--- src/rtl/dmsr_pkg.sv ---
package dmsr_pkg;

    // **********
    // data memory map
    // **********
    localparam int ADDR_W = 8;
    localparam int DATA_W = 8;
    localparam logic [7:0] ADDR_INDIRECT_PORT = 8'h00;
    localparam logic [7:0] ADDR_INDIRECT_PTR = 8'h01;
    localparam logic [7:0] ADDR_ACC = 8'h05;
    localparam logic [7:0] ADDR_PCL = 8'h06;
    localparam logic [7:0] ADDR_TBL_PTR = 8'h07;
    localparam logic [7:0] ADDR_TBL_HIGH = 8'h08;
    localparam logic [7:0] ADDR_FLAGS = 8'h0A;
    localparam logic [7:0] SPECIAL_LAST = 8'h1F;
    localparam logic [7:0] GPR_BASE = 8'h20;
    localparam logic [7:0] GPR_LAST = 8'h3F;
    localparam int GPR_WORDS = 32;
    localparam int GPR_IDX_W = 5;

    // **********
    // reset values and fixed read answers
    // **********
    localparam logic [7:0] UNUSED_READ = 8'h00;
    localparam logic [7:0] RESET_BYTE = 8'h00;

    // **********
    // flag register bit positions
    // **********
    localparam int FLAG_C = 0;
    localparam int FLAG_AC = 1;
    localparam int FLAG_Z = 2;
    localparam int FLAG_OV = 3;
    localparam int FLAG_PDF = 4;
    localparam int FLAG_TO = 5;
    localparam logic [7:0] FLAG_WR_MASK = 8'h0F;

    // **********
    // core commands
    // **********
    typedef enum logic [3:0] {
        OP_NOP = 4'b0000,
        OP_ADD = 4'b0001,
        OP_ADC = 4'b0010,
        OP_SUB = 4'b0011,
        OP_SBC = 4'b0100,
        OP_AND = 4'b0101,
        OP_OR = 4'b0110,
        OP_XOR = 4'b0111,
        OP_MOV = 4'b1000,
        OP_INC = 4'b1001,
        OP_DEC = 4'b1010,
        OP_RLC = 4'b1011,
        OP_RRC = 4'b1100,
        OP_STORE = 4'b1101,
        OP_SETB = 4'b1110,
        OP_CLRB = 4'b1111
    } dmsr_op_t;

endpackage

--- src/rtl/dmsr_alu_if.sv ---
`timescale 1ns/1ps

interface dmsr_alu_if;
    dmsr_pkg::dmsr_op_t op;
    logic [7:0] a;
    logic [7:0] b;
    logic cin;
    logic [7:0] result;
    logic c;
    logic ac;
    logic z;
    logic ov;
    logic upd_c;
    logic upd_ac;
    logic upd_z;
    logic upd_ov;

    modport core
    (
        output op, a, b, cin,
        input result, c, ac, z, ov, upd_c, upd_ac, upd_z, upd_ov
    );

    modport alu
    (
        input op, a, b, cin,
        output result, c, ac, z, ov, upd_c, upd_ac, upd_z, upd_ov
    );
endinterface

--- src/rtl/dmsr_alu.sv ---
`timescale 1ns/1ps

module dmsr_alu
(
    dmsr_alu_if.alu al
);
    logic sub;
    logic ci;
    logic [7:0] bb;
    logic [8:0] sum;
    logic [4:0] nib;
    logic [7:0] low7;

    // **********
    // shared adder
    // **********
    // subtraction adds the complement, so carry out means no borrow
    always_comb
    begin
        sub = (al.op == dmsr_pkg::OP_SUB) || (al.op == dmsr_pkg::OP_SBC);
        bb = sub ? ~al.b : al.b;
        ci = (al.op == dmsr_pkg::OP_ADD) ? 1'b0 :
             (al.op == dmsr_pkg::OP_SUB) ? 1'b1 : al.cin;
        sum = {1'b0, al.a} + {1'b0, bb} + {8'h00, ci};
        nib = {1'b0, al.a[3:0]} + {1'b0, bb[3:0]} + {4'h0, ci};
        low7 = {1'b0, al.a[6:0]} + {1'b0, bb[6:0]} + {7'h00, ci};
    end

    // **********
    // result and flag select
    // **********
    always_comb
    begin
        al.result = al.b;
        al.c = sum[8];
        al.ac = nib[4];
        al.ov = low7[7] ^ sum[8];
        al.upd_c = 1'b0;
        al.upd_ac = 1'b0;
        al.upd_z = 1'b0;
        al.upd_ov = 1'b0;
        case (al.op)
            dmsr_pkg::OP_ADD, dmsr_pkg::OP_ADC, dmsr_pkg::OP_SUB, dmsr_pkg::OP_SBC:
            begin
                al.result = sum[7:0];
                al.upd_c = 1'b1; // RULE14
                al.upd_ac = 1'b1; // RULE15
                al.upd_z = 1'b1; // RULE16
                al.upd_ov = 1'b1; // RULE17
            end
            dmsr_pkg::OP_AND:
            begin
                al.result = al.a & al.b;
                al.upd_z = 1'b1; // RULE16
            end
            dmsr_pkg::OP_OR:
            begin
                al.result = al.a | al.b;
                al.upd_z = 1'b1; // RULE16
            end
            dmsr_pkg::OP_XOR:
            begin
                al.result = al.a ^ al.b;
                al.upd_z = 1'b1; // RULE16
            end
            dmsr_pkg::OP_INC:
            begin
                al.result = al.b + 8'h01;
                al.upd_z = 1'b1; // RULE16
            end
            dmsr_pkg::OP_DEC:
            begin
                al.result = al.b - 8'h01;
                al.upd_z = 1'b1; // RULE16
            end
            dmsr_pkg::OP_RLC:
            begin
                al.result = {al.b[6:0], al.cin};
                al.c = al.b[7];
                al.upd_c = 1'b1; // RULE14
            end
            dmsr_pkg::OP_RRC:
            begin
                al.result = {al.cin, al.b[7:1]};
                al.c = al.b[0];
                al.upd_c = 1'b1; // RULE14
            end
            default:
            begin
                al.result = al.b;
            end
        endcase
        al.z = (al.result == 8'h00);
    end
endmodule

--- src/rtl/dmsr_top.sv ---
`timescale 1ns/1ps

// Summary of operation
// RULE1 - addresses 00H to 1FH decode as fixed special registers
// RULE2 - 32 bytes of read/write general RAM sit at 20H to 3FH
// RULE3 - reading an unused special location gives 00H
// RULE4 - accesses to the indirect port act on the location the pointer holds
// RULE5 - indirect port itself stores nothing: reads 00H, writes do nothing
// RULE6 - indirect pointer is a real register, readable, writable, incrementable
// RULE7 - ALU results land in the accumulator; register moves go through it (with cmd_to_mem set, the code writes the result to memory instead)
// RULE8 - writing the low PC byte jumps within the page, adding a dummy cycle
// RULE9 - table pointer addresses table reads; each read loads the high latch
// RULE10 - flag register is 8 bits; bits 7 and 6 read zero
// RULE11 - program writes leave watchdog-expired and power-down flags alone
// RULE12 - watchdog-expired clears at reset, watchdog clear, stop; sets on timeout
// RULE13 - power-down clears at reset or watchdog clear; sets on stop
// RULE14 - carry: add carry out, subtract no borrow, rotates through carry
// RULE15 - half-carry: low nibble carry on add, no nibble borrow on subtract
// RULE16 - zero flag set when an arithmetic or logic result is zero
// RULE17 - overflow set when carry into bit 7 differs from carry out
// RULE18 - flags are never saved automatically on interrupt or call
// RULE19 - single bits of general RAM can be set or cleared alone
module dmsr_top #(
    parameter int GPR_WORDS = dmsr_pkg::GPR_WORDS
)
(
    // clock and reset
    input wire logic mclk,
    input wire logic resetn,
    // command from the instruction decoder
    input wire logic cmd_valid,
    input wire dmsr_pkg::dmsr_op_t cmd_op,
    input wire logic [7:0] cmd_addr,
    input wire logic [7:0] cmd_imm,
    input wire logic cmd_use_imm,
    input wire logic cmd_to_mem,
    input wire logic [2:0] cmd_bit,
    output logic cmd_ready,
    output logic [7:0] rd_data,
    // program counter
    input wire logic [7:0] pc_low_in,
    output logic pc_jump,
    output logic [7:0] pc_jump_low,
    // table read
    input wire logic tbl_read,
    input wire logic [7:0] tbl_high_in,
    output logic [7:0] tbl_ptr,
    output logic [7:0] table_high_latch,
    // system events
    input wire logic wdt_timeout,
    input wire logic watchdog_clear_instruction,
    input wire logic stop_instruction,
    // state seen by the core
    output logic [7:0] acc,
    output logic [7:0] flags
);
    logic [7:0] gpr_mem [GPR_WORDS];
    logic [7:0] indirect_pointer_r;
    logic [7:0] acc_r;
    logic [7:0] tbl_ptr_r;
    logic [7:0] tbl_high_r;
    logic [7:0] rd_data_r;
    logic pc_jump_r;
    logic [7:0] pc_jump_low_r;
    logic carry_r;
    logic nibble_half_flag_r;
    logic zero_r;
    logic twos_complement_flag_r;
    logic power_down_flag_r;
    logic watchdog_expired_flag_r;
    logic [7:0] flags_nxt;
    logic go;
    logic [7:0] eff_addr;
    logic eff_ok;
    logic eff_gpr;
    logic [7:0] mem_val;
    logic [7:0] wr_data;
    logic wr_en;
    logic is_alu;
    logic acc_load;
    logic [7:0] bit_mask;

    dmsr_alu_if alu_bus ();

    dmsr_alu u_alu
    (
        .al(alu_bus.alu)
    );

    // **********
    // command accept
    // **********
    // commands offered during the jump's dummy cycle are dropped
    assign cmd_ready = !pc_jump_r; // RULE8
    assign go = cmd_valid && cmd_ready;

    // **********
    // address resolution
    // **********
    always_comb
    begin
        eff_addr = cmd_addr;
        if (cmd_addr == dmsr_pkg::ADDR_INDIRECT_PORT)
        begin
            eff_addr = indirect_pointer_r; // RULE4
        end
        // a pointer aimed back at the port, or off the map, reaches nothing
        eff_ok = (eff_addr != dmsr_pkg::ADDR_INDIRECT_PORT)
                 && (eff_addr <= dmsr_pkg::GPR_LAST); // RULE5
        eff_gpr = eff_ok && (eff_addr >= dmsr_pkg::GPR_BASE); // RULE2
    end

    // **********
    // read decode
    // **********
    always_comb
    begin
        mem_val = dmsr_pkg::UNUSED_READ; // RULE3 RULE5
        if (eff_gpr)
        begin
            mem_val = gpr_mem[eff_addr[dmsr_pkg::GPR_IDX_W-1:0]]; // RULE2
        end
        else if (eff_ok)
        begin
            case (eff_addr) // RULE1
                dmsr_pkg::ADDR_INDIRECT_PTR: mem_val = indirect_pointer_r; // RULE6
                dmsr_pkg::ADDR_ACC: mem_val = acc_r;
                dmsr_pkg::ADDR_PCL: mem_val = pc_low_in;
                dmsr_pkg::ADDR_TBL_PTR: mem_val = tbl_ptr_r;
                dmsr_pkg::ADDR_TBL_HIGH: mem_val = tbl_high_r;
                dmsr_pkg::ADDR_FLAGS: mem_val = flags;
                default: mem_val = dmsr_pkg::UNUSED_READ; // RULE3
            endcase
        end
    end

    // **********
    // alu hookup
    // **********
    // operand a is always the accumulator: no register-to-register path
    assign alu_bus.op = cmd_op;
    assign alu_bus.a = acc_r; // RULE7
    assign alu_bus.b = cmd_use_imm ? cmd_imm : mem_val;
    assign alu_bus.cin = carry_r;

    // **********
    // write data select
    // **********
    always_comb
    begin
        is_alu = (cmd_op != dmsr_pkg::OP_NOP) && (cmd_op != dmsr_pkg::OP_STORE)
                 && (cmd_op != dmsr_pkg::OP_SETB) && (cmd_op != dmsr_pkg::OP_CLRB);
        bit_mask = 8'h01 << cmd_bit;
        wr_data = alu_bus.result;
        wr_en = 1'b0;
        acc_load = 1'b0;
        case (cmd_op)
            dmsr_pkg::OP_NOP:
            begin
                wr_en = 1'b0;
            end
            dmsr_pkg::OP_STORE:
            begin
                wr_data = acc_r; // RULE7
                wr_en = go;
            end
            dmsr_pkg::OP_SETB:
            begin
                wr_data = mem_val | bit_mask; // RULE19
                wr_en = go;
            end
            dmsr_pkg::OP_CLRB:
            begin
                wr_data = mem_val & ~bit_mask; // RULE19
                wr_en = go;
            end
            default:
            begin
                wr_en = go && cmd_to_mem;
                acc_load = go && !cmd_to_mem; // RULE7
            end
        endcase
    end

    // **********
    // general purpose ram
    // **********
    // no reset: contents are undefined after power-up
    always_ff @(posedge mclk)
    begin
        if (wr_en && eff_gpr)
        begin
            gpr_mem[eff_addr[dmsr_pkg::GPR_IDX_W-1:0]] <= wr_data; // RULE2 RULE19
        end
    end

    // **********
    // indirect pointer
    // **********
    always_ff @(posedge mclk)
    begin
        if (!resetn)
        begin
            indirect_pointer_r <= dmsr_pkg::RESET_BYTE;
        end
        else if (wr_en && eff_ok && (eff_addr == dmsr_pkg::ADDR_INDIRECT_PTR))
        begin
            indirect_pointer_r <= wr_data; // RULE6
        end
    end

    // **********
    // accumulator
    // **********
    always_ff @(posedge mclk)
    begin
        if (!resetn)
        begin
            acc_r <= dmsr_pkg::RESET_BYTE;
        end
        else if (acc_load)
        begin
            acc_r <= alu_bus.result; // RULE7
        end
        else if (wr_en && eff_ok && (eff_addr == dmsr_pkg::ADDR_ACC))
        begin
            acc_r <= wr_data;
        end
    end

    // **********
    // program counter low byte
    // **********
    always_ff @(posedge mclk)
    begin
        if (!resetn)
        begin
            pc_jump_r <= 1'b0;
            pc_jump_low_r <= dmsr_pkg::RESET_BYTE;
        end
        else
        begin
            pc_jump_r <= wr_en && eff_ok && (eff_addr == dmsr_pkg::ADDR_PCL); // RULE8
            if (wr_en && eff_ok && (eff_addr == dmsr_pkg::ADDR_PCL))
            begin
                pc_jump_low_r <= wr_data; // RULE8
            end
        end
    end

    // **********
    // table pointer and high latch
    // **********
    always_ff @(posedge mclk)
    begin
        if (!resetn)
        begin
            tbl_ptr_r <= dmsr_pkg::RESET_BYTE;
        end
        else if (wr_en && eff_ok && (eff_addr == dmsr_pkg::ADDR_TBL_PTR))
        begin
            tbl_ptr_r <= wr_data; // RULE9
        end
    end

    // read-only to the program; only the table fetch loads it
    always_ff @(posedge mclk)
    begin
        if (!resetn)
        begin
            tbl_high_r <= dmsr_pkg::RESET_BYTE;
        end
        else if (tbl_read)
        begin
            tbl_high_r <= tbl_high_in; // RULE9
        end
    end

    // **********
    // arithmetic flags
    // **********
    // a direct write of the flag byte wins over the alu's own update;
    // nothing here stacks the flags, so handlers must save them
    always_ff @(posedge mclk) // RULE18
    begin
        if (!resetn)
        begin
            carry_r <= 1'b0;
            nibble_half_flag_r <= 1'b0;
            zero_r <= 1'b0;
            twos_complement_flag_r <= 1'b0;
        end
        else if (wr_en && eff_ok && (eff_addr == dmsr_pkg::ADDR_FLAGS))
        begin
            carry_r <= wr_data[dmsr_pkg::FLAG_C]; // RULE11
            nibble_half_flag_r <= wr_data[dmsr_pkg::FLAG_AC]; // RULE11
            zero_r <= wr_data[dmsr_pkg::FLAG_Z]; // RULE11
            twos_complement_flag_r <= wr_data[dmsr_pkg::FLAG_OV]; // RULE11
        end
        else if (go && is_alu)
        begin
            if (alu_bus.upd_c)
            begin
                carry_r <= alu_bus.c; // RULE14
            end
            if (alu_bus.upd_ac)
            begin
                nibble_half_flag_r <= alu_bus.ac; // RULE15
            end
            if (alu_bus.upd_z)
            begin
                zero_r <= alu_bus.z; // RULE16
            end
            if (alu_bus.upd_ov)
            begin
                twos_complement_flag_r <= alu_bus.ov; // RULE17
            end
        end
    end

    // **********
    // system flags
    // **********
    // set beats clear so a timeout coinciding with a clear is kept
    always_ff @(posedge mclk)
    begin
        if (!resetn)
        begin
            watchdog_expired_flag_r <= 1'b0; // RULE12
        end
        else if (wdt_timeout)
        begin
            watchdog_expired_flag_r <= 1'b1; // RULE12
        end
        else if (watchdog_clear_instruction || stop_instruction)
        begin
            watchdog_expired_flag_r <= 1'b0; // RULE12
        end
    end

    always_ff @(posedge mclk)
    begin
        if (!resetn)
        begin
            power_down_flag_r <= 1'b0; // RULE13
        end
        else if (stop_instruction)
        begin
            power_down_flag_r <= 1'b1; // RULE13
        end
        else if (watchdog_clear_instruction)
        begin
            power_down_flag_r <= 1'b0; // RULE13
        end
    end

    always_comb
    begin
        flags_nxt = 8'h00; // RULE10
        flags_nxt[dmsr_pkg::FLAG_C] = carry_r;
        flags_nxt[dmsr_pkg::FLAG_AC] = nibble_half_flag_r;
        flags_nxt[dmsr_pkg::FLAG_Z] = zero_r;
        flags_nxt[dmsr_pkg::FLAG_OV] = twos_complement_flag_r;
        flags_nxt[dmsr_pkg::FLAG_PDF] = power_down_flag_r;
        flags_nxt[dmsr_pkg::FLAG_TO] = watchdog_expired_flag_r;
    end

    // **********
    // read return
    // **********
    always_ff @(posedge mclk)
    begin
        if (!resetn)
        begin
            rd_data_r <= dmsr_pkg::RESET_BYTE;
        end
        else if (go)
        begin
            rd_data_r <= mem_val;
        end
    end

    assign rd_data = rd_data_r;
    assign pc_jump = pc_jump_r;
    assign pc_jump_low = pc_jump_low_r;
    assign tbl_ptr = tbl_ptr_r;
    assign table_high_latch = tbl_high_r;
    assign acc = acc_r;
    assign flags = flags_nxt;
endmodule

--- config.mk ---
export PLATFORM = sky130hd
export DESIGN_NAME = dmsr_top
export DESIGN_NICKNAME = d
export VERILOG_FILES = /design/src/rtl/dmsr_pkg.sv /design/src/rtl/dmsr_alu_if.sv /design/src/rtl/dmsr_alu.sv /design/src/rtl/dmsr_top.sv
export SDC_FILE = /design/constraint.sdc
export NUM_CORES = 1
export LEC_CHECK = 0
export BUFFER_PORTS_ARGS = -buffer_cell sky130_fd_sc_hd__buf_2
export CAP_MARGIN = 20
export CELL_PAD_IN_SITES_DETAIL_PLACEMENT = 0
export CELL_PAD_IN_SITES_GLOBAL_PLACEMENT = 2
export CORE_AREA = 2 2 232 234
export DETAILED_ROUTE_END_ITERATION = 8
export DIE_AREA = 0 0 234 236
export HOLD_SLACK_MARGIN = 0.12
export MAX_ROUTING_LAYER = met4
export PLACE_DENSITY = 0.64
export SETUP_SLACK_MARGIN = 0.1
export SLEW_MARGIN = 20
export SYNTH_ARGS = -nofsm -noshare
export SYNTH_HDL_FRONTEND = slang
export SYNTH_SLANG_ARGS = --single-unit
export TNS_END_PERCENT = 5
--- constraint.sdc ---
create_clock -name mclk -period 5.7 [get_ports mclk]
set_input_delay 0.285 -clock mclk [delete_from_list [all_inputs] [get_ports mclk]]
set_output_delay 0.285 -clock mclk [all_outputs]
set_load 0.005 [all_outputs]
Word-level counts from Yosys, hierarchy flattened
Memories as Yosys holds them, arrays and structs flattened. Index checks and enable logic that the tools add are counted.

Bits in registers: 55. Memory bits (writable): 256. Bits of input ports: 48. Output and inout bits: 50. Logic and storage cells: 132. Memories kept: 1.

Add/subtract/negate cells: 8. Order comparisons: 2. Equal/unequal tests: 23. Shifts and indexed selects: 1. Muxes and demuxes: 36. Bitwise operators: 8. Reductions and logical operators: 40.

Memories: gpr_mem (words 32, bits a word 8, rd ports 1, clocked after Yosys merged registers in 0, wr ports 1, RTL line dmsr_top.sv:57) `logic [7:0] gpr_mem [GPR_WORDS];`.

Operators with widths (count): 8-bit one-hot mux with 8 select lines (1); 8-bit two-way mux (7); 8-bit one-hot mux with 6 select lines (1); 4-bit equality test, second input constant (7); 8-bit by 3-bit equality test with 1-bit output, second input constant (3); 1-bit two-way mux (24); 8-bit one-hot mux with 3 select lines (1); 8-bit bitwise AND (2); 4-bit by 3-bit equality test with 1-bit output, second input constant (4); 8-bit by 4-bit equality test with 1-bit output, second input constant (2); 1-bit logical AND (16); 8-bit zero test (2); 8-bit NOT (2); 8-bit OR (2); 2-bit nonzero test (7); 4-bit inequality test, second input constant (3); 8-bit by 8-bit adder with 9-bit output (1); 9-bit by 1-bit adder with 9-bit output (1); 9-bit OR reduction (1); 7-bit by 7-bit adder with 8-bit output (1); 8-bit by 1-bit adder with 8-bit output (1); 8-bit by 1-bit adder with 8-bit output, second input constant (1); 4-bit by 2-bit equality test with 1-bit output, second input constant (2); 8-bit by 1-bit equality test with 1-bit output, second input constant (1); 19 further kinds (25).

Logic depth before layout (Yosys ltp)
Gate-level depths: netlist of run 1.

Word-level depth: 16. Mapped depth: 26. Depth with buffers taken out: 21.

Cells and area by module
A second synthesis of run 1 with hierarchy kept.

Cells, all modules: 1392. Area, all modules: 15479.8 µm².

By module, submodules not included: dmsr_top (times used 1, cells an instance 1135, area an instance 13689.4 µm², sequential area each 8788.4 µm²); dmsr_alu (times used 1, cells an instance 257, area an instance 1790.5 µm², sequential area each 0.0 µm²).

Worst setup path before layout of run 1
OpenSTA, ideal clock, no wires.

Path type: input -> register. From: input port cmd_addr[5]. To: memory gpr_mem[0][5], data pin. Setup time: 0.445 ns. Data arrival time: 5.641 ns. Data required time: 5.255 ns. Slack: -0.386 ns. Cell stages on the path: 22. Path buffers: 3. Cell sequence: buf_2 -> or4_4 -> o31a_4 -> buf_6 -> buf_4 -> a32oi_1 -> o221ai_1 -> nor4_1 -> a211oi_1 -> nor2_2 -> xnor2_1 -> ha_1 -> nor2b_1 -> o21ai_0 -> nand2b_1 -> a31oi_1 -> xnor2_1 -> a22oi_1 -> o31a_1 -> a31oi_2 -> o32ai_2 -> nor3_1.

Word-level cells in the longest chain between the ends: 13. Elaborated cells between the ends (all ways): 31. Those cells by class: add/sub: 4; order compare: 2; eq/ne: 6; mux: 8; bitwise: 6; reduce/logical: 4; memory: 1.

RTL lines: from (decl) (RTL line dmsr_top.sv:33) `input wire logic [7:0] cmd_addr,`; 8-bit zero test (RTL line dmsr_top.sv:103) `if (cmd_addr == dmsr_pkg::ADDR_INDIRECT_PORT)`; 8-bit two-way mux (*) (RTL line dmsr_top.sv:103); 8-bit by 6-bit less-or-equal comparator with 1-bit output, or another cell as far along (RTL line dmsr_top.sv:109) `&& (eff_addr <= dmsr_pkg::GPR_LAST);`; 1-bit logical AND / 8-bit one-hot mux with 6 select lines (equally long branches) (RTL line dmsr_top.sv:109, dmsr_top.sv:125); 8-bit two-way mux / 1-bit logical AND (equally long branches) (RTL line dmsr_top.sv:123, dmsr_top.sv:110); 8-bit two-way mux (*) (RTL line dmsr_top.sv:119) `if (eff_gpr)`; 8-bit two-way mux (RTL line dmsr_top.sv:143) `assign alu_bus.b = cmd_use_imm ? cmd_imm : mem_val;`; 8-bit NOT (RTL line dmsr_alu.sv:21) `bb = sub ? ~al.b : al.b;`; 8-bit two-way mux (RTL line dmsr_alu.sv:21); 8-bit by 8-bit adder with 9-bit output (RTL line dmsr_alu.sv:24) `sum = {1'b0, al.a} + {1'b0, bb} + {8'h00, ci};`; 9-bit by 1-bit adder with 9-bit output (RTL line dmsr_alu.sv:24); 8-bit one-hot mux with 8 select lines (RTL line dmsr_alu.sv:42) `case (al.op)`; 8-bit one-hot mux with 3 select lines (*) (RTL line dmsr_top.sv:157) `case (cmd_op)`; via wr_data[5] (RTL line dmsr_top.sv:77) `logic [7:0] wr_data;`; to (decl) (RTL line dmsr_top.sv:57).

Mark *: on every way through the listed nets, which the timed path passes. The rest lies on a longest branch.

Worst setup path in the final report of run 1
From: register indirect_pointer_r[1]. To: memory gpr_mem[12][2], data pin.

Word-level cells in the longest chain between the ends: 12. Elaborated cells between the ends (all ways): 30. Those cells by class: add/sub: 4; order compare: 2; eq/ne: 6; mux: 8; bitwise: 6; reduce/logical: 3; memory: 1.

RTL lines: from (decl) (RTL line dmsr_top.sv:58) `logic [7:0] indirect_pointer_r;`; from (signal assigned) (RTL line dmsr_top.sv:204) `indirect_pointer_r <= dmsr_pkg::RESET_BYTE;`; from (signal assigned) (RTL line dmsr_top.sv:208) `indirect_pointer_r <= wr_data;`; 8-bit two-way mux (RTL line dmsr_top.sv:103); 8-bit by 6-bit less-or-equal comparator with 1-bit output, or another cell as far along (RTL line dmsr_top.sv:109); 1-bit logical AND / 8-bit one-hot mux with 6 select lines (equally long branches) (RTL line dmsr_top.sv:109, dmsr_top.sv:125); 8-bit two-way mux / 1-bit logical AND (equally long branches) (RTL line dmsr_top.sv:123, dmsr_top.sv:110); 8-bit two-way mux (*) (RTL line dmsr_top.sv:119); 8-bit two-way mux (RTL line dmsr_top.sv:143); 8-bit NOT (RTL line dmsr_alu.sv:21); 8-bit two-way mux (RTL line dmsr_alu.sv:21); 8-bit by 8-bit adder with 9-bit output (RTL line dmsr_alu.sv:24); 9-bit by 1-bit adder with 9-bit output (RTL line dmsr_alu.sv:24); 8-bit one-hot mux with 8 select lines (RTL line dmsr_alu.sv:42); 8-bit one-hot mux with 3 select lines (*) (RTL line dmsr_top.sv:157); via wr_data[2] (RTL line dmsr_top.sv:77).

Marked as above.

==> summary.md, run 1 <==
| Metric | Value |
|---|---|
| Final hold violation count | `0` |
| Yosys reg bits | `311` |
| Filler cells | `5239` |
| Clock slew at reported path FFs | `0.06 ns` |
| Worst hold path type | `in -> reg` |
| Synth area leaders | `edfxtp_1 49%, dfxtp_1 7.0%, mux2i_1 3.8%` |
| Post-route ant nets | `0` |
| Layout area overhead | `25.7%` |
| N_diodes | `0` |
| Worst vdd ir | `0.399 mV` |
| Gr ovfl total | `0` |
| Tmin final | `5.40 ns` |
| Pins Over Slew Limit | `0` |
| Vias/cell | `5.54` |
| TritonCTS buffer count | `35` |
| CP Max Fanout | `32` |
| Clk root buf | `clkbuf_16` |
| WL per Instance | `27.2 um` |
| Worst-case clock buffer depth | `3` |
| Die Y | `236 um` |
| Gr usage total | `23.6%` |
| DR vias | `12939` |
| Netlist cell types | `92` |
| Initial antenna violation count | `0` |
| Status | `finished clean` |
| Area leader, netlist | `edfxtp_1` |
| Worst slew margin | `34.2%` |
| RSZ-0062 raised after global routing | `yes` |
| Dpl hpwl | `47400 um` |
| Final hold slack | `0.170 ns` |
| Fin Clk Skew | `0.0287 ns` |
| Crit path kind | `reg -> reg` |
| H-tree depth | `2` |
| Setup TNS | `0 ns` |
| Path depth of the worst reg2reg path | `20` |
| Power per cell area | `289 nW/um2` |
| Post-Route Utilization | `37.0%` |
| Slew @ Worst Pin | `0.977 ns` |
| Crit end category | `flop` |
| IO Pins | `98` |
| GPL Wtd Cong | `0.963` |
| Drc violations | `0` |
| Core Area | `53100 um2` |
| Vias in the first global route | `12909` |
| Top-count cell post-synth | `edfxtp_1` |
| First-pass GRT wire length | `91500 um` |
| Share of the synthesized area in the top cell type | `49.2%` |
| Largest net degree at the start of global routing | `33` |
| Clock sinks | `311` |
| P_leak | `7.18 nW` |
| Avg Cell Area, Syn | `11.5 um2` |
| Final setup fails | `0` |
| Worst skew pair latency | `0.56 ns` |
| Required @ worst endpoint | `5.97 ns` |
| Iteration-0 DRC Markers | `1043` |
| Post-synth top cells | `256 x edfxtp_1, 109 x nor2_1, 104 x nand2_1` |
| Initial Utilization | `29.4%` |
| First drt pass iteration count | `5` |
| Maximum clock frequency | `185 MHz` |
| Chip width | `234 um` |
| TritonCTS clock tree | `built` |
| Hold Path Depth | `3` |
| Post-layout nets | `1693` |
| Die area | `55200 um2` |
| Number of flops mapped to enable cells by yosys | `256` |
| Rows | `85` |
| CP startpoint kind | `flop` |
| Synth warn | `0` |
| Async SR Flop Fraction | `0%` |
| Layout cells sized above 1 | `25.4%` |
| Ys flop type | `edfxtp_1` |
| CP Data Arrival Time | `5.66 ns` |
| Gate Count Post-Synth | `1359` |
| I/O Buffers | `95` |
| Crit share post-route | `94.7%` |
| Post-Syn Area | `15600 um2` |
| Total detailed-routing wirelength | `63600 um` |
| Sequential fraction of the synthesis area | `56.3%` |
| Maxcap violations | `0` |
## metal layers
layer / GRT usage (%) / part of all wire [%] / up-vias
met4: 9.17 / 3.9 / 0
met2: 39.3 / 50 / 455
met3: 2.31 / 4.7 / 114
met1: 29.4 / 42 / 6543
li1: - / - / 5827
met5: - / 0 / -
## cell type report
class                      count  area [um2]  share of cell area [%]
sequential                   311        8790                    44.8
multi-input combinational    915        6380                    32.5
timing repair buffer         300        2260                    11.5
clock buffer                  45         955                    4.86
tap                          696         871                    4.44
inverter                      50         188                   0.956
clock inverter                19         186                   0.950
## worst max-delay path: stages (launching register included)
cell and delay, ns:
dfxtp_1 0.34, buf_4 0.17, nor2_2 0.20, o31ai_4 0.18, buf_4 0.23, nor4_4 0.42
a21oi_1 0.16, o221ai_2 0.11, nand2_1 0.18, o21ai_4 0.22, xnor2_1 0.11, fa_1 0.45
fa_1 0.46, xnor2_1 0.15, a222oi_1 0.36, nand3_1 0.21, a41oi_1 0.20, a32oi_1 0.19
o22a_1 0.32, o21a_1 0.23, buf_12 0.19
## through the flow
| stage | std cells | area, um2 | worst slack, ns | total power [W] |
|---|---|---|---|---|
| final | 2336 | 19600 | 0.302 | 0.00567 |
| after global routing | 2336 | 19600 | 0.0566 | 0.00585 |
| after CTS | 2326 | 19400 | 0.123 | 0.00570 |
| after detailed placement | 2250 | 18200 | -0.309 | 0.00344 |
| after global placement | 2250 | 18200 | -0.355 | 0.00344 |
| after floorplan | 1360 | 15600 | -0.0683 | 0.00301 |
## placed cells by master, fill, tap and decap left out, drive strengths merged, types with 26 or more instances in the layout
master / instances
o21ai: 69
mux2i: 59
nand3: 37
a22oi: 26
a21oi: 77
nor2: 111
edfxtp: 256
o22ai: 33
inv: 50
clkbuf: 45
buf: 288
ha: 29
a31oi: 26
nor3: 32
dfxtp: 55
nand2: 104
## timing repair
action	4_1_cts	5_1_grt
gates cloned	0	0
hold endpoints to repair	10	0
resized for setup	3	21
hold buffers	12	0
pin swaps	0	5
setup endpoints to repair	13	246
setup buffers	0	10
## logic make-up after synthesis
| logic type | share of synthesized area, % |
|---|---|
| muxes | 4.93 |
| DFF | 56.3 |
| and+or+nand+nor | 11.1 |
| xor gates and xnor gates | 1.01 |
| buffers and inverters | 3.92 |
| AOI/OAI and AO/OA | 20.1 |
| other | 0.0240 |
| adders and majority gates | 2.71 |
## report_power, final
part           total, W  internal, W  switching (W)  leakage [nW]
sequential      0.00256      0.00254      0.0000185          2.77
combinational  0.000864     0.000313       0.000551          3.87
clock           0.00225      0.00133       0.000920         0.543
total           0.00567      0.00418        0.00149          7.18
## state kept, by name (all words and copies together), names as in the netlist, 8 cells and up
| register | cells |
|---|---|
| indirect_pointer_r | 8 |
| rd_data | 8 |
| gpr_mem | 256 |
| acc | 8 |
| table_high_latch | 8 |
| pc_jump_low | 8 |
| tbl_ptr | 8 |
## path summary, 6_finish.rpt
path	from	slack, ns	to
setup / recovery	indirect_pointer_r[1]	0.30	gpr_mem[12][2]
setup reg to reg	indirect_pointer_r[1]	0.30	gpr_mem[12][2]
hold reg to reg	rd_data[2]	0.45	rd_data[2]
hold / removal	tbl_read	0.17	table_high_latch[7]
Power figures use the tool's default switching activity.
==> run 2: changes to the inputs <==
CAP_MARGIN = default   (was 20)
PLACE_DENSITY = 0.73   (was 0.64)
==> run 2 against run 1 <==
  * Sequential power is essentially flat
  * Largest cell class unchanged
  * Largest power group unchanged
  * Non-clock buffer count grew 7
  * Combinational power is essentially flat
  * Worst setup slack lost 0.046 ns
  * Die area is the same
  * Clock-buffer cell count shrank 4
  * Clock skew shrank 0.0093 ns
  * Via count grew 0.46%
==> summary.md, run 2 (synthesis gave the netlist of run 1 again) <==
| Metric | Value |
|---|---|
| Clock sinks | `311 (unchanged)` |
| Layout area overhead | `25.6% (about the same)` |
| Worst setup margin | `0.256 ns (-0.0461 ns)` |
| Initial antenna violation count | `0 (unchanged)` |
| Filler cells | `5208 (-0.59%)` |
| Initial Utilization | `29.4% (unchanged)` |
| TritonCTS clock tree | `built` |
| Worst-case clock buffer depth | `3 (unchanged)` |
| DR vias | `12999 (+0.46%)` |
| Maximum clock frequency | `184 MHz (-0.85%)` |
| Final hold slack | `0.192 ns (+0.0214 ns)` |
| Final setup fails | `0 (unchanged)` |
| CP Max Fanout | `32 (unchanged)` |
| WL per Instance | `26.8 um (-1.7%)` |
| Largest net degree at the start of global routing | `34 (+3.0%)` |
| Hold Path Depth | `3 (unchanged)` |
| IO Pins | `98 (unchanged)` |
| Clock power share | `39.9% (+0.3 points)` |
| Path depth of the worst reg2reg path | `20 (unchanged)` |
| Dpl hpwl | `46900 um (-1.1%)` |
| Final hold violation count | `0 (unchanged)` |
| I/O Buffers | `95 (unchanged)` |
| Die Y | `236 um (unchanged)` |
| Worst slew margin | `28.9% (-5.2 points)` |
| Tmin final | `5.44 ns (+0.0461 ns)` |
| Crit path kind | `reg -> reg` |
| Power per cell area | `290 nW/um2 (+0.57%)` |
| Drc violations | `0 (unchanged)` |
| N_diodes | `0 (unchanged)` |
| Layout cells sized above 1 | `25.5% (+0.075 points)` |
| Vias/cell | `5.56 (+0.33%)` |
| Most common cell after layout, fill and taps aside | `edfxtp_1` |
| Die area | `55200 um2 (unchanged)` |
| H-tree depth | `2 (unchanged)` |
| Pins Over Slew Limit | `0 (unchanged)` |
| First-pass GRT wire length | `90300 um (-1.4%)` |
| CP Data Arrival Time | `5.69 ns (+0.03 ns)` |
| Core Area | `53100 um2 (unchanged)` |
| Worst hold path type | `in -> reg` |
| P_leak | `7.20 nW (+0.30%)` |
| Flop pwr share | `44.9% (-0.2 points)` |
| Chip width | `234 um (unchanged)` |
| Clk root buf | `clkbuf_16` |
| Fin Clk Skew | `0.0194 ns (-0.00931 ns)` |
| Worst skew pair latency | `0.53 ns (-0.03 ns)` |
| Number of cells after detailed placement | `2265 (+0.67%)` |
| Gr usage total | `23.1% (-0.52 points)` |
| Rows | `85 (unchanged)` |
| Post-Route Utilization | `37.0% (about the same)` |
| Place WS | `-0.576 ns (-0.267 ns)` |
| Worst vdd ir | `0.180 mV (-55%)` |
| Clock slew at reported path FFs | `0.07 ns (about the same)` |
| Vias in the first global route | `12855 (-0.42%)` |
| Post-layout nets | `1699 (+0.35%)` |
| TritonCTS buffer count | `34 (-2.9%)` |
| Psw | `0.00148 W (-0.61%)` |
| First drt pass iteration count | `6 (+1)` |
| Slew @ Worst Pin | `1.06 ns (+0.0850 ns)` |
| Crit share post-route | `95.5% (+0.81 points)` |
| Max reg flops | `256 (unchanged)` |
| Gr ovfl total | `0 (unchanged)` |
| Post-route ant nets | `0 (unchanged)` |
| Internal | `0.00422 W (+0.94%)` |
| Total detailed-routing wirelength | `62700 um (-1.5%)` |
| Iteration-0 DRC Markers | `1415 (+36%)` |
| Most frequent cells in the layout | `256 x edfxtp_1, 184 x buf_4, 108 x nor2_1` |
| Power share of the combinational group | `15.2% (about the same)` |
| Required @ worst endpoint | `5.95 ns (-0.02 ns)` |
| Switching share of total power | `26.0% (-0.30 points)` |
| Fin cells | `2339 (+0.13%)` |
| Maxcap violations | `0 (unchanged)` |
| RSZ-0062 raised after global routing | `yes` |
| GPL Wtd Cong | `0.964 (about the same)` |
| CP startpoint kind | `flop` |
| Crit end category | `flop` |
| Status | `finished clean` |
-- run 2: worst max-delay path: stages, from the launching register on --
cell and delay (ns):
dfxtp_1 0.53, nor2b_1 0.25, a31o_2 0.22, nand2_1 0.38, buf_4 0.32, o22ai_1 0.16, o21ai_0 0.18, a221oi_2 0.70
o31ai_4 0.21, xnor2_1 0.18, ha_1 0.31, buf_4 0.16, a21o_1 0.15, a21oi_1 0.26, xnor2_1 0.16, o221ai_1 0.14
a221o_1 0.32, a21o_1 0.18, o21ai_2 0.07, inv_1 0.10, buf_12 0.17
-- run 2: timing repair --
action / 4_1_cts / 5_1_grt
hold buffers: 12 / 0
hold endpoints to repair: 10 / 0
resized for setup: 6 / 16
endpoints found under the setup margin: 209 / 208
pin swaps: 1 / 2
buffers inserted: 0 / 2
-- run 2: worst paths after layout --
| kind | startpoint | to | slack, ns |
|---|---|---|---|
| worst max register to register | indirect_pointer_r[3] | gpr_mem[19][6] | 0.26 |
| worst min-delay path | tbl_read | table_high_latch[6] | 0.19 |
| worst max-delay path | indirect_pointer_r[3] | gpr_mem[19][6] | 0.26 |
| worst min register to register | pc_jump_low[0] | pc_jump_low[0] | 0.45 |
-- run 2: per-stage QoR --
| step | area (um2) | setup TNS, ns | total power [W] |
|---|---|---|---|
| floorplan | 15600 | -2.18 | 0.00301 |
| global placement | 18200 | -75.60 | 0.00344 |
| detailed placement | 18200 | -84.35 | 0.00345 |
| CTS | 19500 | 0 | 0.00572 |
| global route | 19600 | 0 | 0.00586 |
| finish | 19600 | 0 | 0.00570 |
-- run 2: area by class of cell --
cell class | instances | area [um2] | share of cell area, %
clock buffers | 41 | 898 | 4.58
clock inverters | 19 | 228 | 1.16
flip-flops and latches | 311 | 8790 | 44.8
inverters | 50 | 188 | 0.957
well taps | 696 | 871 | 4.44
repair buffers | 307 | 2270 | 11.6
multi-input cells | 915 | 6370 | 32.5
-- run 2: power by group through the flow --
stage / registers (W) / logic [W] / clock network, W
floorplan: 0.00260 / 0.000410 / 0
global placement: 0.00261 / 0.000839 / 0
detailed placement: 0.00261 / 0.000842 / 0
CTS: 0.00256 / 0.000854 / 0.00231
global route: 0.00256 / 0.000920 / 0.00238
finish: 0.00256 / 0.000867 / 0.00227
-- run 2: per-layer routing --
layer / vias to the layer above / part of all wire, % / global-route usage, %
met2: 558 / 49 / 37.8
met5: - / 0 / -
met1: 6472 / 41 / 28.9
met4: 0 / 4.2 / 8.80
li1: 5846 / - / -
met3: 123 / 6.5 / 3.09
==> run 3: changes to the inputs <==
ABC_AREA = 1   (was default)
CORE_AREA = 2 2 227 229   (was 2 2 232 234)
DIE_AREA = 0 0 229 231   (was 0 0 234 236)
PLACE_DENSITY = 0.77   (was 0.73)
SKIP_LAST_GASP = 1   (was default)
==> run 3 against run 2 <==
  * Global-route usage down 3.3 points
  * Clock-buffer cell count rose by 2
  * Critical endpoint is now indirect_pointer_r[6]
  * Cell count is 6.1% higher
  * Largest cell class unchanged
  * Sequential cell count did not move
==> summary.md, run 3 <==
| Metric | Value |
|---|---|
| IO Pins | `98 (unchanged)` |
| Design area | `17900 um2 (-8.6%)` |
| Core Area | `50700 um2 (-4.5%)` |
| Synth area leaders | `edfxtp_1 51%, nand2_1 13%, dfxtp_1 7.3%` |
| Yosys reg bits | `311 (unchanged)` |
| Clock sinks | `311 (unchanged)` |
| Post-Syn Area | `15000 um2 (-3.8%)` |
| Required @ worst endpoint | `6.15 ns (+0.20 ns)` |
| Hold Path Depth | `3 (unchanged)` |
| Slowest cell delay on critical path | `0.54 ns (-0.16 ns)` |
| RSZ-0062 raised after global routing | `no` |
| Vias/cell | `4.87 (-12%)` |
| Maxcap violations | `0 (unchanged)` |
| Clock slew at reported path FFs | `0.06 ns (about the same)` |
| Total detailed-routing wirelength | `50800 um (-19%)` |
| Post-layout nets | `1851 (+8.9%)` |
| Worst-case clock buffer depth | `3 (unchanged)` |
| H-tree depth | `2 (unchanged)` |
| GPL Wtd Cong | `0.923 (-4.2%)` |
| Pins Over Slew Limit | `0 (unchanged)` |
| TritonCTS buffer count | `36 (+5.9%)` |
| P_leak | `7.30 nW (+1.3%)` |
| Worst hold path type | `in -> reg` |
| Die area | `52900 um2 (-4.2%)` |
| Crit end category | `flop` |
| First drt pass iteration count | `6 (unchanged)` |
| Crit path kind | `reg -> reg` |
| Worst hold start | `resetn` |
| Slowest stage cell, crit path | `a21oi_4` |
| Initial Utilization | `29.7% (+0.22 points)` |
| Clk root buf | `clkbuf_16` |
| DR vias | `12084 (-7.0%)` |
| Tmin final | `5.15 ns (-0.295 ns)` |
| Die Y | `231 um (-2.1%)` |
| Most frequent cells in the layout | `504 x nand2_1, 256 x edfxtp_1, 176 x nor2_1` |
| CP Max Fanout | `21 (-34%)` |
| Gr ovfl total | `0 (unchanged)` |
| Worst R2R End | `indirect_pointer_r[6]` |
| Initial antenna violation count | `2 (+2)` |
| Gr usage total | `19.8% (-3.3 points)` |
| Power per cell area | `304 nW/um2 (+4.8%)` |
| Vias in the first global route | `11858 (-7.8%)` |
| Final setup fails | `0 (unchanged)` |
| CP startpoint kind | `flop` |
| Slew @ Worst Pin | `1.02 ns (-0.0397 ns)` |
| I/O Buffers | `95 (unchanged)` |
| R2R Setup Slk | `0.55 ns (+0.29 ns)` |
| Post-route ant nets | `0 (unchanged)` |
| Layout area overhead | `19.3%` |
| Worst vdd ir | `0.178 mV (-1.1%)` |
| First-pass GRT wire length | `75700 um (-16%)` |
| Iteration-0 DRC Markers | `1062 (-25%)` |
| Filler cells | `5275 (+1.3%)` |
| Cts repair resizes | `0 (-6)` |
| Area leader, netlist | `edfxtp_1` |
| Post-Route Utilization | `35.4% (-1.6 points)` |
| CP Data Arrival Time | `5.60 ns (-0.09 ns)` |
| Most common cell after layout, fill and taps aside | `nand2_1` |
| Reg2reg start | `indirect_pointer_r[1]` |
| Maximum clock frequency | `194 MHz (+5.7%)` |
| Largest net degree at the start of global routing | `38 (+12%)` |
| Async SR Flop Fraction | `0% (unchanged)` |
| Max reg flops | `256 (unchanged)` |
| Synth warn | `0 (unchanged)` |
| Post-synth top cells | `504 x nand2_1, 256 x edfxtp_1, 176 x nor2_1` |
| Worst skew pair latency | `0.56 ns (+0.03 ns)` |
| Fin Clk Skew | `0.0203 ns (+0.000904 ns)` |
| Chip width | `229 um (-2.1%)` |
| Share of the synthesized area in the top cell type | `51.2% (+1.9 points)` |
| Placed cell area | `16600 um2 (-9.1%)` |
| Netlist cell types | `54 (-41%)` |
| Gate Count Post-Synth | `1616 (+19%)` |
| Crit share post-route | `90.3% (-5.2 points)` |
| TritonCTS clock tree | `built` |
| Drc violations | `0 (unchanged)` |
| Avg Cell Area, Syn | `9.30 um2 (-19%)` |
| Status | `finished clean` |
| Final hold violation count | `0 (unchanged)` |
| Ys flop type | `edfxtp_1` |
| Path depth of the worst reg2reg path | `26 (+30%)` |
| Worst slew margin | `31.6% (+2.7 points)` |
| Rows | `83 (-2.4%)` |
| Sequential fraction of the synthesis area | `58.5% (+2.2 points)` |
| Hold endpoint | `tbl_ptr[5]` |
| Setup TNS | `0 ns (unchanged)` |
| Number of flops mapped to enable cells by yosys | `256 (unchanged)` |
| Top-count cell post-synth | `nand2_1` |
| Layout cells sized above 1 | `14.5% (-11 points)` |
| WL per Instance | `20.5 um (-24%)` |
| Dpl hpwl | `35300 um (-25%)` |
==> run 3: cell types whose count changed after synthesis, sizes merged, moves of 19 or more <==
cell | previous run | this run
inv | 49 | 144
nand2 | 104 | 524
o22ai | 33 | 5
nand3 | 37 | 64
clkbuf | 44 | 13
nor2 | 111 | 184
nand4 | 5 | 30
a31oi | 26 | 7
mux2i | 59 | 0
==> run 3: logic make-up after synthesis <==
logic type      synth area share, %
buf+inv                        5.87
fa+ha+maj                      2.81
other cells                  0.0250
simple gates                   23.5
xor+xnor                      0.525
flops                          58.5
compound gates                 8.81
==> run 3: worst max path at each step <==
stage	from	end	slack [ns]	cells past startpoint
final	indirect_pointer_r[1]	indirect_pointer_r[6]	0.55	26
after global routing	indirect_pointer_r[1]	indirect_pointer_r[7]	0.10	36
after CTS	indirect_pointer_r[1]	indirect_pointer_r[6]	0.54	26
after detailed placement	cmd_addr[6]	indirect_pointer_r[6]	0.11	31
after global placement	cmd_addr[6]	indirect_pointer_r[6]	0.16	31
after floorplan	cmd_addr[6]	gpr_mem[0][6]	0.95	27
==> run 3: cell type report <==
type,instances,area (um2),area share (%)
antenna,2,5.00,0.0279
clock buffer,43,927,5.17
clock inverter,23,213,1.19
inverter,147,554,3.09
multi-input combinational,1105,5390,30.1
sequential,311,8790,49.0
tap,680,851,4.75
timing repair buffer,170,1200,6.70
==> run 3: routing by layer <==
metal / GRT usage (%) / vias to the layer above / share of wire, %
li1: - / 5749 / -
met1: 25.9 / 5867 / 45
met2: 31.1 / 385 / 46
met3: 3.72 / 83 / 5.9
met4: 5.93 / 0 / 2.6
met5: - / - / 0
==> run 3: power breakdown <==
part | internal [W] | total [W] | switching (W)
sequential | 0.00254 | 0.00256 | 0.0000191
combinational | 0.000185 | 0.000627 | 0.000442
clock | 0.00131 | 0.00227 | 0.000961
total | 0.00403 | 0.00545 | 0.00142
==> run 3: timing repair <==
item	4_1_cts	5_1_grt
setup endpoints to repair	0	2
endpoints found under the hold margin	10	0
buffers inserted	0	0
hold buffers	20	0
==> run 3: critical path: cells and delay by family (launching register included) <==
kind | cells | cell delay [ns]
AOI/OAI and AO/OA | 6 | 1.49
xor gates and xnor gates | 1 | 0.16
adders and majority gates | 2 | 0.88
buffers and inverters | 3 | 0.55
DFF | 1 | 0.36
and+or+nand+nor | 14 | 1.60
==> run 3: per-stage QoR <==
step | hold WS (ns) | cells | power [W] | setup WS (ns)
final | 0.198 | 2481 | 0.00545 | 0.551
after global routing | 0.214 | 2480 | 0.00564 | 0.103
after CTS | 0.175 | 2479 | 0.00550 | 0.541
after detailed placement | 0.493 | 2393 | 0.00322 | 0.113
after global placement | 0.487 | 2393 | 0.00322 | 0.159
after floorplan | 0.403 | 1617 | 0.00292 | 0.951
